**src/rtl/cocr_pkg.sv**
```systemverilog
package cocr_pkg;
  localparam logic [11:0] HEADER_PATTERN = 12'h001;
  localparam int FRAME_BITS = 32;
  localparam logic [3:0] ADDR_CONFIG = 4'h1;
  localparam logic [3:0] ADDR_OFFSET_I = 4'h2;
  localparam logic [15:0] CONFIG_RESET = 16'hB2FF;
  localparam logic [15:0] OFFSET_RESET = 16'h007F;
  localparam int DUTY_BIT = 12;
  localparam int PHASE_BIT = 11;
  localparam int RATE_BIT = 10;
  localparam int SWING_BIT = 9;
  localparam int EDGE_BIT = 8;
  localparam int MAG_MSB = 15;
  localparam int MAG_LSB = 8;
  localparam int SIGN_BIT = 7;
  localparam logic DUTY_NORMAL = 1'b1;
  localparam logic PHASE_NORMAL = 1'b0;
  localparam logic RATE_NORMAL = 1'b0;
  localparam logic EDGE_NORMAL_DEFAULT = 1'b0;
  localparam logic [7:0] MAG_NORMAL = 8'h00;
  localparam logic SIGN_NORMAL = 1'b0;
endpackage : cocr_pkg

```
**src/rtl/cocr_regs.sv**
```systemverilog
`timescale 1ns/10ps
// Operation
// - Configuration bit 12 enables the duty stabilizer and resets to one.
// - Configuration bit 11 sets a 0 or 90 degree double rate phase.
// - Configuration bit 10 selects single rate when one, double when zero.
// - Configuration bit 9 picks standard swing at one, reduced at zero.
// - Configuration bit 8 picks the single rate edge, rising when one.
// - Offset bits 15:8 hold the magnitude and bit 7 the sign.
// - A 32-bit header, address, data frame shifts in while select is low in extended control mode.
// - The write-only registers act only in extended control mode.
module cocr_regs
  import cocr_pkg::*;
(
  input wire logic clk_i,
  input wire logic rst_i,
  input wire logic serial_clock_i,
  input wire logic serial_in_i,
  input wire logic serial_select_n_i,
  input wire logic extended_mode_i,
  input wire logic swing_select_pin_i,
  input wire logic edge_select_pin_i,
  output logic duty_stabilizer_en_o,
  output logic out_clock_phase_sel_o,
  output logic single_rate_sel_o,
  output logic output_swing_sel_o,
  output logic edge_select_o,
  output logic [7:0] offset_magnitude_o,
  output logic offset_negative_o
);
  import cocr_pkg::*;

  typedef struct packed {
    logic [2:0] sclk_sync;
    logic [1:0] data_sync;
    logic [1:0] sel_sync;
    logic [1:0] ext_sync;
    logic [1:0] swing_sync;
    logic [1:0] edge_sync;
    logic [31:0] shift;
    logic [5:0] count;
    logic [15:0] config_reg;
    logic [15:0] offset_reg;
    logic duty;
    logic phase;
    logic rate;
    logic swing;
    logic edge_sel;
    logic [7:0] mag;
    logic sign;
  } cocr_state_type;

  cocr_state_type state_reg;
  cocr_state_type state_next;
  logic sclk_rise;
  logic [31:0] frame;

  assign sclk_rise = state_reg.sclk_sync[1] & ~state_reg.sclk_sync[2];
  assign frame = {state_reg.shift[30:0], state_reg.data_sync[1]};

  always_comb
  begin
    state_next = state_reg;
    state_next.sclk_sync = {state_reg.sclk_sync[1:0], serial_clock_i};
    state_next.data_sync = {state_reg.data_sync[0], serial_in_i};
    state_next.sel_sync = {state_reg.sel_sync[0], serial_select_n_i};
    state_next.ext_sync = {state_reg.ext_sync[0], extended_mode_i};
    state_next.swing_sync = {state_reg.swing_sync[0], swing_select_pin_i};
    state_next.edge_sync = {state_reg.edge_sync[0], edge_select_pin_i};
    if (state_reg.sel_sync[1] || !state_reg.ext_sync[1])
    begin
      state_next.count = 6'h00;
    end
    else if (sclk_rise)
    begin
      state_next.shift = frame;
      if (state_reg.count == 6'(FRAME_BITS - 1))
      begin
        state_next.count = 6'h00;
        if (frame[31:20] == HEADER_PATTERN)
        begin
          if (frame[19:16] == ADDR_CONFIG)
          begin
            state_next.config_reg = frame[15:0];
          end
          if (frame[19:16] == ADDR_OFFSET_I)
          begin
            state_next.offset_reg = frame[15:0];
          end
        end
      end
      else
      begin
        state_next.count = state_reg.count + 6'h01;
      end
    end
    if (state_reg.ext_sync[1])
    begin
      state_next.duty = state_reg.config_reg[DUTY_BIT];
      state_next.phase = state_reg.config_reg[PHASE_BIT];
      state_next.rate = state_reg.config_reg[RATE_BIT];
      state_next.swing = state_reg.config_reg[SWING_BIT];
      state_next.edge_sel = state_reg.config_reg[EDGE_BIT];
      state_next.mag = state_reg.offset_reg[MAG_MSB:MAG_LSB];
      state_next.sign = state_reg.offset_reg[SIGN_BIT];
    end
    else
    begin
      state_next.duty = DUTY_NORMAL;
      state_next.phase = PHASE_NORMAL;
      state_next.rate = RATE_NORMAL;
      state_next.swing = state_reg.swing_sync[1];
      state_next.edge_sel = state_reg.edge_sync[1];
      state_next.mag = MAG_NORMAL;
      state_next.sign = SIGN_NORMAL;
    end
  end

  always_ff @(posedge clk_i or posedge rst_i)
  begin
    if (rst_i)
    begin
      state_reg <= '0;
      state_reg.sel_sync <= 2'h3;
      state_reg.config_reg <= CONFIG_RESET;
      state_reg.offset_reg <= OFFSET_RESET;
      state_reg.duty <= DUTY_NORMAL;
      state_reg.swing <= CONFIG_RESET[SWING_BIT];
      state_reg.edge_sel <= EDGE_NORMAL_DEFAULT;
    end
    else
    begin
      state_reg <= state_next;
    end
  end

  assign duty_stabilizer_en_o = state_reg.duty;
  assign out_clock_phase_sel_o = state_reg.phase;
  assign single_rate_sel_o = state_reg.rate;
  assign output_swing_sel_o = state_reg.swing;
  assign edge_select_o = state_reg.edge_sel;
  assign offset_magnitude_o = state_reg.mag;
  assign offset_negative_o = state_reg.sign;
endmodule : cocr_regs

```
**config.mk**
```make
export PLATFORM = sky130hd
export DESIGN_NAME = cocr_regs
export DESIGN_NICKNAME = d
export VERILOG_FILES = /design/src/rtl/cocr_pkg.sv /design/src/rtl/cocr_regs.sv
export SDC_FILE = /design/constraint.sdc
export NUM_CORES = 1
export LEC_CHECK = 0
export BUFFER_PORTS_ARGS = -buffer_cell sky130_fd_sc_hd__buf_2
export CAP_MARGIN = 10
export CORE_MARGIN = 1.5
export CORE_UTILIZATION = 40
export CTS_CLUSTER_DIAMETER = 150
export CTS_CLUSTER_SIZE = 14
export DETAILED_ROUTE_END_ITERATION = 16
export PLACE_DENSITY = 0.63
export SKIP_CTS_REPAIR_TIMING = 1
export SYNTH_ARGS = -nofsm -noshare
export SYNTH_HDL_FRONTEND = slang
export SYNTH_SLANG_ARGS = --single-unit
export TNS_END_PERCENT = 50
```
**constraint.sdc**
```tcl
create_clock -name clk_i -period 2.2 [get_ports clk_i]
set_clock_uncertainty 0.1 [all_clocks]
set_input_delay 0.22 -clock clk_i [delete_from_list [all_inputs] [get_ports clk_i]]
set_output_delay 0.22 -clock clk_i [all_outputs]
set_load 0.005 [all_outputs]
```
After elaboration in Yosys (flattened, before gate mapping)
Cells that the tools add are included.
{ "totals": {"word_cells": 39, "regBits": 96} }
{ "classes": {"n_reduce_logical": 6, "n_bitwise": 3, "n_mux": 8, "eq_ne": 4, "addsub": 1} }
{ "ops": {"columns": ["cell", "n"], "rows": [
  ["$mux 32", 2],
  ["$mux 38", 1],
  ["$mux 16", 2],
  ["$mux 14", 1],
  ["$eq 12x1->1 const B", 1],
  ["$mux 6", 2],
  ["$reduce_and 5->1", 2],
  ["$add 6x1->6 const B", 1],
  ["$eq 6x5->1 const B", 1],
  ["$eq 4x1->1 const B", 1],
  ["$eq 4x2->1 const B", 1],
  ["$not 1->1", 2],
  ["$reduce_and 2->1", 1],
  ["$reduce_bool 2->1", 1],
  ["$and 1x1->1", 1],
  ["$logic_not 1->1", 1],
  ["$logic_or 1x1->1", 1]
]} }

Logic depth before layout (Yosys ltp)
{ "depth": {"depth_word": 6, "mapped_depth": 5, "mapped_depth_nobuf": 5} }

Worst setup path after synthesis
No wires, ideal clock.
{ "synth_timing": {"kind": "flip-flop to flip-flop", "startpoint": "reg state_reg[46] (netlist bit)", "endpoint": "reg state_reg[21] (netlist bit)", "path_buffers": 0, "arrival_time_ns": 1.819, "setup_slack_ns": 0.157, "stages_incl_launch_ff": 6, "required_ns": 1.975, "path_cell_list": "dfrtp_1 ha_1 nand4_1 or2_2 nor4_4 mux2_2"} }
{ "synth_between": {"elab_chain_cells": 2} }
{ "synth_lines": {"columns": ["item", "line_no", "source"], "rows": [
  ["from (decl)", "cocr_regs.sv:52", "cocr_state_type state_reg;"],
  ["from (signal assigned)", "cocr_regs.sv:132", "state_reg <= state_next;"],
  ["$eq 6x5->1", "cocr_regs.sv:76", "if (state_reg.count == 6'(FRAME_BITS - 1))"],
  ["$reduce_and 5->1 (no line)", null, null]
]} }
Every way passes these cells.
A chain may end at the register's enable or synchronous reset.

Worst setup path after layout
{ "layout_timing": {"startpoint": "reg state_reg[46] (netlist bit)", "endpoint": "reg state_reg[40] (netlist bit)"} }
The elaborated chain is that of the path after synthesis.

==> run summary <==
status: finished, final reports clean
critical path arrival: 2200 ps
die width: 88.4 um
share of the yosys chip area belonging to registers: 67.2%
first-pass GRT wire length: 7130 um
Peak VDD IR: 0.000470 V
share of cells above drive strength 1: 44.6%
ant diodes: 0
critical-path cell list: ha_1 > nand4_1 > or2_2 > nor4_4 > mux2_2
vias: 1,479
Routed met1 length: 1860 um
initial antenna violation count: 0
MaxCap Viol Count: 0
Slowest Stage Delay on Critical Path: 450 ps
root buffer cell: clkbuf_8
final hold vios: 0
Final ANT Viol Nets: 0
capturing element type of the critical path: flop
Final period util: 94.4%
Final setup violation count: 0
row count: 30
Static Leak: 0.00166 uW
DRT Pass-1 Iters: 4
Yosys warning count: 0
Max Fclk: 481 MHz
Fin Setup TNS: 0 ps
fillers: 622
top post-synthesis cells by count: dfrtp_1 (72), mux2_2 (47), and2_1 (11), buf_4 (9), dfstp_2 (6)
most frequent cell after synthesis: dfrtp_1
vias in the first global route: 1,486
worst skew pair latency: 340 ps
ys flop type: dfrtp_1
Crit path max-delay family: simple AND/OR/NAND/NOR gates
Critical Path RT: 2330 ps
area grow syn2layout: 16.4%
area leader, netlist: dfrtp_1
syn nets: 197
max FFs per register: 32
critical path peak fanout: 5
via/cell ratio: 4.62
initial core utilization: 42.2%
worst setup margin: 122 ps
met2 WL: 2090 um
Num CTS Buffers: 9
Post-Syn Area per Cell: 15.5 um2
post-synthesis cell count: 188
Die Area: 7810 um2
Setup WS pre-CTS: 117 ps
kind of critical path: flop to flop
I/O Pins: 22
Pwr Density: 811 nW/um2
CTS tree: yes
#FFs+latches synth: 78
Nets: 228
crit path max-delay cell type: nor4_4
HP Class: input port to asynchronous set/reset pin
RSZ-0062 raised after global routing: no
Slew HR: 71.5%
H-tree levels: 3
final core occ: 49.1%
clk sinks: 78
Tmin final: 2080 ps
Critical path buffers and inverters: 0
Slew Limit Fails: 0
EDFF count, synth: 0
Mapped Area: 2910 um2
drt wl/cell: 13.0 um
largest net degree at the start of global routing: 46
hpwl dp: 2620 um
Die Ht: 88.4 um
Met3 Routed Length: 186 um
CP startpoint kind: flop
RePlAce Congestion: 0.723
number of distinct library cells after synthesis: 28
port bufs: 21
Clock Pin Slew Worst Setup and Hold Paths: 80 ps
Synth area leaders: dfrtp_1 (62%), mux2_2 (18%), dfstp_2 (5.4%)
Core ar.: 6910 um2
Async S/R FF share, synth: 100%
DRC: 0
gr ovfl total: 0
clock buffer depth: 2
DR top layer: met4
GR Util All Layers: 12.6%
Pwr Total: 2750 uW
Worst Tran Pin Value: 424 ps
Synth top area share: 61.8%
Initial DRC Count: 39
Post-Route WL: 4150 um
## worst reg2reg max path, delay by kind of cell (launching register included)
family / cells / cell delay (ps)
simple gates: 3 / 890
flops: 1 / 380
fa+ha+maj: 1 / 200
mux: 1 / 390
## metrics by stage
step / hold slack [ps] / std cells / cell area, um2
5_1_grt: 233 / 320 / 3390
2_1_floorplan: 124 / 188 / 2920
4_1_cts: -347 / 313 / 3320
3_5_place_dp: 37.3 / 297 / 3110
3_3_place_gp: 32.0 / 297 / 3110
6_report: 220 / 320 / 3390
## power by group
part	internal (uW)	total [uW]	leakage, uW	switching (uW)
Clock	639	1140	0.000110	498
Combinational	55.0	109	0.000510	53.8
Sequential	1480	1500	0.00104	19.5
Total	2180	2750	0.00166	571
## layer usage
metal	track usage, %	vias to the layer above
met5	0	-
met1	15.3	744
met4	5.54	0
met2	19.6	27
met3	5.60	2
li1	-	706
## kinds of logic (layout without fill, tap and decap cells)
family,Yosys count,in the layout,synth area share (%)
multiplexers,48,48,18.5
XOR/XNOR,3,3,0.902
buffers and inverters,15,51,3.22
flip-flops,78,78,67.2
adder cells (fa/ha/maj),1,1,0.429
AND/OR/NAND/NOR,39,39,8.97
AO/OA/AOI/OAI,4,4,0.730
## final cells by class
| class | instances | area, um2 | area share (%) |
|---|---|---|---|
| clock buffers | 10 | 128 | 3.76 |
| clock inverters | 6 | 87.6 | 2.58 |
| inverters | 2 | 11.3 | 0.332 |
| repair buffers | 33 | 225 | 6.64 |
| multi-input cells | 95 | 861 | 25.4 |
| flip-flops and latches | 78 | 1960 | 57.8 |
| well taps | 96 | 120 | 3.54 |
## final timing paths
| kind | start | to | slack [ps] | cells after the start |
|---|---|---|---|---|
| setup / recovery | state_reg[46] | state_reg[40] | 120 | 5 |
| hold / removal | rst_i | state_reg[48] | 220 | 3 |
| setup reg to reg | state_reg[46] | state_reg[40] | 120 | 5 |
| hold reg to reg | state_next[93] | frame[0] | 250 | 0 |
| max in group asynchronous | rst_i | duty_stabilizer_en_o | 1170 | 4 |
| min in group clk_i | state_next[93] | frame[0] | 250 | 0 |
## placed cells by master (no fill, tap or decap), types with 3 or more instances in the layout
cell type / Yosys / final
and2_1: 11 / 11
buf_2: 3 / 21
buf_4: 9 / 4
clkbuf_8: 0 / 9
dfrtp_1: 72 / 72
dfstp_2: 6 / 6
dlygate4sd3_1: 0 / 7
mux2_2: 47 / 47
nand2_1: 5 / 5
nand2b_1: 4 / 4
nor2_1: 5 / 5
xor2_1: 3 / 3
Note: power is estimated with default switching activity, not from simulation.
